### src/logic/htac_pkg.sv
// Package for the hardware trigger acquisition controller.
// Assumes a single 100 MHz clock domain.
package htac_pkg;
    localparam int CLK_PERIOD_NS = 10;
    // Exposure, readout and frame period are counted in time-base ticks
    localparam int TIME_BASE_NS = 1000;
    localparam int TIME_BASE_CYC = (TIME_BASE_NS + CLK_PERIOD_NS - 1)
        / CLK_PERIOD_NS;
    localparam int CNT_W = 16;
    localparam int TB_W = 12;
    // Selector code for the acquisition start trigger
    localparam logic [1:0] SEL_ACQ_START = 2'h0;
    // Reset values
    localparam logic LINE_SEL_RST = 1'b0;
    localparam logic EDGE_SEL_RST = 1'b0;

    typedef enum logic [2:0]
    {
        ST_IDLE = 3'b000,
        ST_ARMED = 3'b001,
        ST_EXPOSE = 3'b010,
        ST_READOUT = 3'b011,
        ST_TRANSMIT = 3'b100
    } htac_state_e;
endpackage

### src/logic/htac_ctrl.sv
// Hardware trigger acquisition controller: arms on start, accepts edges,
// times exposure, readout and transmission, drives trigger ready.
// Assumes inputs synchronous to clk and start/stop one-cycle pulses.
`timescale 1ns/1ps

// Contract
// - Trigger used only when selector and mode on
// - Source setting picks input line 1 or 2
// - Activation setting picks rising or falling edge
// - Single-frame start arms for exactly one edge
// - Timed mode: exposure lasts programmed time
// - Exposure end leads to readout then transmit
// - Single-frame ignores edges until next start
// - Continuous mode accepts every edge, no rearm; code ignores edges during a frame
// - Stop command ends trigger response until restart
// - Enabled rate limit paces accepted triggers
// - Limit above maximum capped to maximum rate
// - Reset default source is input line 1
// - Width mode: exposure ends on opposite edge
module htac_ctrl #(
    parameter int CNT_W = htac_pkg::CNT_W,
    parameter int TIME_BASE_CYC = htac_pkg::TIME_BASE_CYC
)
(
    input wire logic clk,
    input wire logic reset_n,
    input wire logic input_line_1,
    input wire logic input_line_2,
    input wire logic [1:0] trigger_selector,
    input wire logic trigger_mode_on,
    input wire logic trigger_source_line2,
    input wire logic trigger_activation_falling,
    input wire logic exposure_mode_width,
    input wire logic continuous_mode,
    input wire logic acquisition_start,
    input wire logic acquisition_stop,
    input wire logic [CNT_W-1:0] exposure_ticks,
    input wire logic [CNT_W-1:0] readout_ticks,
    input wire logic [CNT_W-1:0] transmit_ticks,
    input wire logic frame_rate_limit_enable,
    input wire logic [CNT_W-1:0] frame_period_ticks,
    output logic trigger_ready_output,
    output logic exposure_active,
    output logic readout_active,
    output logic transmit_active,
    output logic armed,
    output logic frame_done
);
    initial
    begin
        if (CNT_W < 2)
        begin
            $error("htac_ctrl: counter width below 2");
        end
        // Time base counter is 16 bits wide
        if (TIME_BASE_CYC < 1 || TIME_BASE_CYC > 65536)
        begin
            $error("htac_ctrl: time base out of range");
        end
    end

    // Edge detector, phase and frame-period state
    htac_pkg::htac_state_e state_r;
    logic armed_r;
    logic trig_prev_r;
    logic [15:0] tb_cnt_r;
    logic tick;
    logic [CNT_W-1:0] phase_cnt_r;
    logic [CNT_W-1:0] period_cnt_r;
    logic [CNT_W-1:0] min_period;
    logic [CNT_W-1:0] cap_period;
    logic period_ok;
    logic trig_raw;
    logic trig_lvl;
    logic active_edge;
    logic release_edge;
    logic trig_enabled;
    logic accept;
    logic frame_end;

    // Line choice; line 1 when source bit is low, its reset default
    assign trig_raw = trigger_source_line2 ? input_line_2 : input_line_1;
    // Normalise polarity so high means asserted
    assign trig_lvl = trig_raw ^ trigger_activation_falling;
    assign active_edge = trig_lvl & ~trig_prev_r;
    assign release_edge = ~trig_lvl & trig_prev_r;
    assign trig_enabled = trigger_mode_on
        && (trigger_selector == htac_pkg::SEL_ACQ_START);

    // Fastest frame the current settings allow, non-overlapped
    assign min_period = CNT_W'(exposure_ticks + readout_ticks
        + transmit_ticks);
    // Requested limit only counts when slower than the maximum
    always_comb
    begin
        cap_period = min_period;
        if (frame_rate_limit_enable && frame_period_ticks > min_period)
        begin
            cap_period = frame_period_ticks;
        end
    end
    // Period counts ticks from the last accepted edge
    assign period_ok = period_cnt_r >= cap_period;

    // Ready's terms with active_edge in place of !accept, so ready drops in the cycle an edge is taken
    assign accept = trig_enabled && armed_r && active_edge
        && (state_r == htac_pkg::ST_ARMED) && period_ok;

    // Free-running base: first tick of a phase may be short
    assign tick = (tb_cnt_r == 16'(TIME_BASE_CYC - 1));
    // Last transmit tick closes the frame
    assign frame_end = (state_r == htac_pkg::ST_TRANSMIT) && tick
        && (phase_cnt_r + 1'b1 >= transmit_ticks);

    // Reset low; ready stays low until armed, so no false accept
    always_ff @(posedge clk or negedge reset_n)
    begin
        if (!reset_n)
        begin
            trig_prev_r <= 1'b0;
        end
        else
        begin
            trig_prev_r <= trig_lvl;
        end
    end

    always_ff @(posedge clk or negedge reset_n)
    begin
        if (!reset_n)
        begin
            tb_cnt_r <= 16'h0000;
        end
        else if (tick)
        begin
            tb_cnt_r <= 16'h0000;
        end
        else
        begin
            tb_cnt_r <= tb_cnt_r + 16'h0001;
        end
    end

    // Frame period counter; saturates so long idles never wrap
    always_ff @(posedge clk or negedge reset_n)
    begin
        if (!reset_n)
        begin
            period_cnt_r <= '1;
        end
        else if (accept)
        begin
            period_cnt_r <= '0;
        end
        else if (tick && period_cnt_r != '1)
        begin
            period_cnt_r <= period_cnt_r + 1'b1;
        end
    end

    // Arm flag: start sets, stop clears, single-frame clears on accept
    always_ff @(posedge clk or negedge reset_n)
    begin
        if (!reset_n)
        begin
            armed_r <= 1'b0;
        end
        // Stop wins over start in the same cycle
        else if (acquisition_stop)
        begin
            armed_r <= 1'b0;
        end
        else if (acquisition_start)
        begin
            armed_r <= 1'b1;
        end
        else if (accept && !continuous_mode)
        begin
            armed_r <= 1'b0;
        end
    end

    // Sequencer; a started frame always completes, even after stop
    always_ff @(posedge clk or negedge reset_n)
    begin
        if (!reset_n)
        begin
            state_r <= htac_pkg::ST_IDLE;
            phase_cnt_r <= '0;
        end
        else
        begin
            unique case (state_r)
                htac_pkg::ST_IDLE:
                begin
                    phase_cnt_r <= '0;
                    if (armed_r && !acquisition_stop)
                    begin
                        state_r <= htac_pkg::ST_ARMED;
                    end
                end
                htac_pkg::ST_ARMED:
                begin
                    phase_cnt_r <= '0;
                    if (accept)
                    begin
                        state_r <= htac_pkg::ST_EXPOSE;
                    end
                    else if (!armed_r)
                    begin
                        state_r <= htac_pkg::ST_IDLE;
                    end
                end
                htac_pkg::ST_EXPOSE:
                begin
                    if (exposure_mode_width)
                    begin
                        // Opposite edge ends exposure; time not used
                        if (release_edge)
                        begin
                            state_r <= htac_pkg::ST_READOUT;
                            phase_cnt_r <= '0;
                        end
                    end
                    // Timed: count time-base ticks of exposure
                    else if (tick)
                    begin
                        if (phase_cnt_r + 1'b1 >= exposure_ticks)
                        begin
                            state_r <= htac_pkg::ST_READOUT;
                            phase_cnt_r <= '0;
                        end
                        else
                        begin
                            phase_cnt_r <= phase_cnt_r + 1'b1;
                        end
                    end
                end
                htac_pkg::ST_READOUT:
                begin
                    // Readout never overlaps the next exposure
                    if (tick)
                    begin
                        if (phase_cnt_r + 1'b1 >= readout_ticks)
                        begin
                            state_r <= htac_pkg::ST_TRANSMIT;
                            phase_cnt_r <= '0;
                        end
                        else
                        begin
                            phase_cnt_r <= phase_cnt_r + 1'b1;
                        end
                    end
                end
                htac_pkg::ST_TRANSMIT:
                begin
                    if (frame_end)
                    begin
                        // Continuous stays armed, single-frame drops out
                        state_r <= armed_r ? htac_pkg::ST_ARMED
                            : htac_pkg::ST_IDLE;
                        phase_cnt_r <= '0;
                    end
                    else if (tick)
                    begin
                        phase_cnt_r <= phase_cnt_r + 1'b1;
                    end
                end
                default:
                begin
                    state_r <= htac_pkg::ST_IDLE;
                    phase_cnt_r <= '0;
                end
            endcase
        end
    end

    // Registered so the pulse is glitch free
    always_ff @(posedge clk or negedge reset_n)
    begin
        if (!reset_n)
        begin
            frame_done <= 1'b0;
        end
        else
        begin
            frame_done <= frame_end;
        end
    end

    // Ready is combinational so it drops the cycle an edge is taken
    assign trigger_ready_output = trig_enabled && armed_r
        && (state_r == htac_pkg::ST_ARMED) && period_ok
        && !accept;
    assign exposure_active = (state_r == htac_pkg::ST_EXPOSE);
    assign readout_active = (state_r == htac_pkg::ST_READOUT);
    assign transmit_active = (state_r == htac_pkg::ST_TRANSMIT);
    assign armed = armed_r;
endmodule

### config.mk
export PLATFORM = sky130hd
export DESIGN_NAME = htac_ctrl
export DESIGN_NICKNAME = d
export VERILOG_FILES = /design/src/logic/htac_pkg.sv /design/src/logic/htac_ctrl.sv
export SDC_FILE = /design/constraint.sdc
export NUM_CORES = 1
export LEC_CHECK = 0
export BUFFER_PORTS_ARGS = -buffer_cell sky130_fd_sc_hd__buf_2
export CORE_MARGIN = 2
export CORE_UTILIZATION = 59
export CTS_CLUSTER_SIZE = 14
export DETAILED_ROUTE_END_ITERATION = 8
export GPL_TIMING_DRIVEN = 0
export PLACE_DENSITY_LB_ADDON = 0.25
export SLEW_MARGIN = 20
export SYNTH_ARGS = -nofsm -noshare
export SYNTH_HDL_FRONTEND = slang
export SYNTH_SLANG_ARGS = --single-unit
### constraint.sdc
create_clock -name clk -period 5.93 [get_ports clk]
set_clock_uncertainty 0.05 [all_clocks]
set_input_delay 0 -clock clk [delete_from_list [all_inputs] [get_ports clk]]
set_output_delay 0 -clock clk [all_outputs]
set_load 0.03 [all_outputs]
==> flow_summary.yaml, run 1 <==
outcome:
  run_status: "finished clean"
yosys:
  synth_cell_types: 69
  postSynthRegisterBits: 54
  synth_top_flop_cell: "dfrtp_1"
  fraction_of_the_yosys_area_taken_by_sequential_cells: 0.234
  synth.area.top_cells: "ha_1, dfrtp_1, dfstp_2, fa_1, inv_1"
  yosys.area.top_type: "ha_1"
  synth_common_cells: "ha_1, inv_1, nor2_1"
  synth_fp_nets: 836
  yosys.area.top_type_share: 0.207
  synthesis.instances: 645
  synth_area_um2: 5850
  synthesis.area_per_instance_um2: 9.07
  synth.yosys.warnings: 0
  synth_enable_flop_cells: 0
  synth_async_sr_flop_share: 1.00
  synthMostInstantiatedCell: "ha_1"
routing:
  drt-pass1-iter-count: 5
  avgViaCountPerCell: 5.90
  antenna_nets_post_route: 0
  drc_errors: 0
  drt_wl_total_um: 14900
  detail_route.iter0.violations: 360
  drt-wirelength-per-cell_um: 16.8
  total_vias_in_the_final_route: 5249
timing:
  finalSetupViolCount: 0
  final-max-slew-violation-count: 0
  setup_repair_after_global_routing_missed_its_margin: "yes"
  fmax_mhz: 171
  final.setup.worst_slack_ps: 86.7
  max_transition_margin: 0.548
  fin_hold_ws_ps: 73.9
  timing_worst_slew_pin_value_ps: 677
  hold_violations: 0
  post_route_clock_period_utilization: 0.985
  period_needed_ps: 5840
finish:
  final_layout_size_suffix_gt1_frac: 0.232
  nets: 947
  nFillCells: 764
  final_util: 0.714
  diodes: 0
  fin_area_um2: 6910
  area_growth_pct: 18.1
placement:
  io_buffers: 83
  dpl_cell_area_um2: 6450
  final_hpwl_from_detailed_placement_um: 12000
  pre_cts_setup_slack_ps: -1250
  gpl.final_weighted_congestion: 0.926
critical_path:
  timing.critical_path.to_type: "flop"
  worstSetupStartpointType: "primary input"
  critical-path-slowest-cell: "fa_1"
  worstSetupPathType: "in -> reg"
  cp_data_arrival_time_ps: 6040
  crit_path_frequent_cell: "buf_4"
  worst_ep_required_time_ps: 6130
  critPathMaxFanout: 7
  cp_slowest_stage_delay_ps: 530
clock_network:
  clkSlewWorstSetupHoldPaths_ps: 110
  tritoncts: "built"
  buffers_from_clock_root_to_sink_at_most: 2
  ctsRootBufferMaster: "clkbuf_8"
  tritoncts.num_buffers: 5
  insertion_delay_ps: 320
  htree_num_levels: 2
  cts.sink_count: 54
die:
  die_height_um: 104
  floorplan.initialDensity: 0.604
  die-width_um: 104
  dieArea_um2: 10700
  ios: 84
  core-area_um2: 9680
  rows: 36
power:
  ir_worst_vdd_mv: 0.171
  p_leak_nw: 3.44
  total_power_mw: 2.01
  power.density_nw_per_um2: 291
min_path:
  worstHoldPathType: "in -> reg"
global_routing:
  grt_pass1_vias: 5518
  globalRouteTotalUtil: 0.282
  first_pass_grt_wire_length_um: 25100
  grt_start_max_net_pins: 55
  globalRoute.totalOverflow: 0
  grt_antenna_before_repair: 0
flow_run:
  max_cap_viol_count: 0
-- final cells by class --
class / count / area (µm²) / share of cell area
inverters: 78 / 293 / 0.0424
flip-flops and latches: 54 / 1370 / 0.198
clock inverters: 3 / 26.3 / 0.00380
repair buffers: 104 / 596 / 0.0862
well taps: 133 / 166 / 0.0241
clock buffers: 5 / 68.8 / 0.00996
plain buffers: 9 / 61.3 / 0.00887
multi-input cells: 504 / 4330 / 0.626
-- where the power goes --
part / switching (mW) / internal, mW
Combinational: 0.673 / 0.563
Sequential: 0.0901 / 0.459
Clock: 0.138 / 0.0874
Total: 0.901 / 1.11
-- cells in the final DEF (no fill, tap or decap), drive strengths merged, types with 5 or more instances in the layout --
cell type,n
dlygate4sd3,5
nand3,25
dfrtp,38
nand4,18
and3,13
buf,106
fa,16
nand2b,6
xnor2,26
and4,5
xor2,32
ha,97
inv,80
dfstp,16
o21ai,25
a211o,6
or3,6
a211oi,8
nor2b,5
nand2,37
mux2i,5
clkbuf,7
a32o,15
a21oi,26
nor2,50
a21o,9
mux2,14
-- flip-flops by register name (all words and copies together), names as in the netlist --
| name | count |
|---|---|
| phase_cnt_r | 16 |
| period_cnt_r | 16 |
| armed | 1 |
| state_r | 3 |
| frame_done | 1 |
| trig_prev_r | 1 |
| tb_cnt_r | 16 |
-- metrics by stage --
step / TNS [ps] / std cells
3_3_place_gp: -18660 / 861
2_1_floorplan: 0 / 645
4_1_cts: 0 / 887
3_5_place_dp: -21550 / 861
5_1_grt: -1880 / 890
6_report: 0 / 890
-- kinds of logic (layout without fill, tap and decap cells) --
family                   count (synthesis)  count (layout)  synth area share
adder cells (fa/ha/maj)                113             113             0.262
multiplexers                            19              19            0.0355
AND/OR/NAND/NOR                        190             190             0.168
flip-flops                              54              54             0.234
buffers and inverters                   87             199            0.0577
AO/OA/AOI/OAI                          124             124             0.155
XOR/XNOR                                58              58            0.0881
-- final timing paths --
kind / startpoint / endpoint / slack [ps] / cells past startpoint
max: exposure_ticks[1] / period_cnt_r[15] / 90 / 32
min: input_line_1 / trig_prev_r / 70 / 4
max reg2reg: phase_cnt_r[0] / phase_cnt_r[5] / 1600 / 16
min reg2reg: tb_cnt_r[15] / tb_cnt_r[15] / 430 / 1
max in group asynchronous: reset_n / phase_cnt_r[7] / 5170 / 2
min in group asynchronous: reset_n / tb_cnt_r[11] / 190 / 2
-- repair_timing --
item	in CTS	in global routing
pin swaps	17	16
hold buffers	5	0
endpoints found under the hold margin	40	0
endpoints found under the setup margin	21	21
gates resized for setup	26	11
buffers inserted	13	4
gates cloned	0	0
-- per-layer routing --
metal | part of all wire | vias up | global-route usage | routed length (µm)
met5 | 0 | - | 0 | 0
met4 | 0.024 | 0 | 0.0849 | 358
met3 | 0.055 | 31 | 0.0346 | 815
met2 | 0.50 | 164 | 0.504 | 7400
met1 | 0.43 | 2521 | 0.358 | 6350
li1 | - | 2533 | - | -
-- worst max-delay path: cells and delay by family --
family                   cells  cell delay [ps]
AO/OA/AOI/OAI                9             1410
adder cells (fa/ha/maj)      5             1630
buffers and inverters        9             1110
multiplexers                 1              330
AND/OR/NAND/NOR              7             1300
XOR/XNOR                     1              220
Note: power is estimated with default switching activity, not from simulation.
==> run 2, diff against run 1 <==
--- a/config.mk
+++ b/config.mk
@@ -7,7 +7,8 @@
 export LEC_CHECK = 0
 export BUFFER_PORTS_ARGS = -buffer_cell sky130_fd_sc_hd__buf_2
 export CORE_MARGIN = 2
-export CORE_UTILIZATION = 59
+export CORE_UTILIZATION = 25
+export CTS_BUF_LIST = sky130_fd_sc_hd__clkbuf_16
 export CTS_CLUSTER_SIZE = 14
 export DETAILED_ROUTE_END_ITERATION = 8
 export GPL_TIMING_DRIVEN = 0
==> run 2 against run 1 <==
Via count fell by 5.6%; first-iteration DRC count fell by 34%; global-route usage fell by 15 points; largest cell class unchanged; combinational power rose by 6%; final cell count rose by 20%; fmax rose by 2.3%; cell area rose by 5.0%; register-to-register slack improved by 70 ps; sequential power rose by 0.7%; die area rose by 130%; flip-flop and latch count did not move.
==> flow_summary.yaml, run 2 (synthesized netlist as in run 1, its figures left out) <==
finish:
  nets: 944
  mostFrequentLayoutCell: "ha_1"
  final_util: 0.319
  largest_registers: "period_cnt_r: 16 flops, phase_cnt_r: 16 flops, tb_cnt_r: 16 flops"
  layout.cells.most_common_list: "ha_1, buf_2, inv_1, nor2_1, dfrtp_1"
  diodes: 0
  area_growth_pct: 24.0
  final_layout_size_suffix_gt1_frac: 0.243
placement:
  io_buffers: 83
  gpl.final_weighted_congestion: 0.803
  final_hpwl_from_detailed_placement_um: 13100
timing:
  finalSetupViolCount: 0
  final-max-slew-violation-count: 0
  total_negative_setup_slacks_ps: 0
  max_transition_margin: 0.518
  fmax_mhz: 175
  period_needed_ps: 5710
  hold_violations: 0
  setup_repair_after_global_routing_missed_its_margin: "yes"
  timing_worst_slew_pin_value_ps: 723
  post_route_clock_period_utilization: 0.964
global_routing:
  globalRouteTotalUtil: 0.130
  grt_start_max_net_pins: 55
  first_pass_grt_wire_length_um: 25100
  grt_pass1_vias: 4795
  grt_antenna_before_repair: 0
  globalRoute.totalOverflow: 0
routing:
  drt_wl_total_um: 16100
  avgViaCountPerCell: 4.64
  drt-met1-wl_um: 8550
  drt-pass1-iter-count: 4
  drt-wirelength-per-cell_um: 15.1
  drc_errors: 0
  detailroute.wirelength.met2_um: 6960
  total_vias_in_the_final_route: 4954
  antenna_nets_post_route: 0
  highest-signal-layer: "met4"
  detail_route.iter0.violations: 236
  met3_length_um: 489
flow_run:
  max_cap_viol_count: 0
power:
  power.density_nw_per_um2: 303
  total_power_mw: 2.20
  p_leak_nw: 3.48
  ir_worst_vdd_mv: 0.154
critical_path:
  critical_path_cell_count: 30
  regToRegStartpoint: "phase_cnt_r[0]"
  worstSetupStartpointType: "primary input"
  worst_ep_required_time_ps: 6070
  worstSetupPathType: "in -> reg"
  reg2regPathDepth: 16
  reg2reg_setup_slack_ps: 1670
  crit_path_frequent_cell: "buf_6"
  critical_path.top_delay_family: "compound AO/OA/AOI/OAI gates"
  timing.critical_path.to_type: "flop"
  cp_data_arrival_time_ps: 5850
  cp_slowest_stage_delay_ps: 530
  worst_r2r_endpoint: "phase_cnt_r[7]"
  path_buf_inv: 7
  critPathMaxFanout: 8
  critical-path-slowest-cell: "fa_1"
clock_network:
  cts.sink_count: 54
  tritoncts: "built"
  htree_num_levels: 2
  tritoncts.num_buffers: 5
  insertion_delay_ps: 300
  buffers_from_clock_root_to_sink_at_most: 2
  clkSlewWorstSetupHoldPaths_ps: 70
  ctsRootBufferMaster: "clkbuf_16"
die:
  dieArea_um2: 24700
  rows: 55
  die-width_um: 157
  die_height_um: 157
  core-area_um2: 22800
  ios: 84
  floorplan.initialDensity: 0.257
min_path:
  hold_path_end: "trig_prev_r"
  hp-start: "input_line_1"
  worstHoldPathType: "in -> reg"
  worst_hold_path.num_cells: 4
outcome:
  run_status: "finished clean"
[run 2: changes by cell type in the layout (fill, tap and decap cells not counted), sizes merged]
cell,delta
buf,-2
inv,-2
bufinv,+1
clkbuf,-1
clkinv,+1
[run 2: report_power, final]
group / switching (mW) / internal [mW] / total [mW]
Combinational: 0.691 / 0.620 / 1.31
Sequential: 0.0930 / 0.460 / 0.553
Clock: 0.140 / 0.198 / 0.339
[run 2: stage by stage]
step | instance area, µm² | instances | hold WS (ps) | worst slack (ps)
2_1_floorplan | 5860 | 645 | -346 | 41.3
4_1_cts | 7120 | 1065 | 92.4 | 2.89
5_1_grt | 7260 | 1067 | 124 | -37.7
6_report | 7260 | 1067 | 95.3 | 216
3_5_place_dp | 6670 | 1041 | 68.0 | -1700
3_3_place_gp | 6670 | 1041 | 130 | -1750
[run 2: area by class of cell]
type / count / area [µm²]
Timing Repair Buffer: 102 / 603
Sequential cell: 54 / 1370
Tap cell: 313 / 392
Multi-Input combinational cell: 504 / 4390
Clock buffer: 5 / 125
Clock inverter: 3 / 40.0
Inverter: 78 / 293
Buffer: 8 / 47.5
Fill cell: 2449 / 15500
[run 2: layer usage]
metal | up-vias | GRT usage
met5 | - | 0
met4 | 0 | 0.0173
met3 | 6 | 0.0154
met2 | 85 | 0.198
met1 | 2336 | 0.200
li1 | 2527 | -
[run 2: worst max path at each step]
| stage | start | to | slack, ps |
|---|---|---|---|
| after global routing | transmit_ticks[1] | period_cnt_r[4] | -40 |
| after CTS | exposure_ticks[1] | state_r[1] | 3 |
| after floorplan | exposure_ticks[1] | period_cnt_r[0] | 40 |
| after detailed placement | exposure_ticks[1] | period_cnt_r[14] | -1700 |
| after global placement | exposure_ticks[1] | period_cnt_r[6] | -1750 |
| final | transmit_ticks[1] | state_r[1] | 220 |
[run 2: timing repair]
action | 4_1_cts | 5_1_grt
cloned | 0 | 0
resized for setup | 27 | 29
pin swaps | 14 | 23
hold buffers | 5 | 0
hold endpoints to repair | 40 | 0
endpoints found under the setup margin | 21 | 21
buffers inserted | 11 | 4
[run 2: worst reg2reg max path, stage by stage, from the launching register on]
cell	delay (ps)
dfrtp_1	570
ha_1	250
nand3_1	110
or2_2	360
nor2b_1	200
nand3_1	120
xnor2_1	390
ha_1	220
nand4_1	190
or3_1	450
nand4_1	140
a211o_1	150
o211ai_1	120
nand2b_1	180
buf_2	180
buf_2	210
a32o_1	270
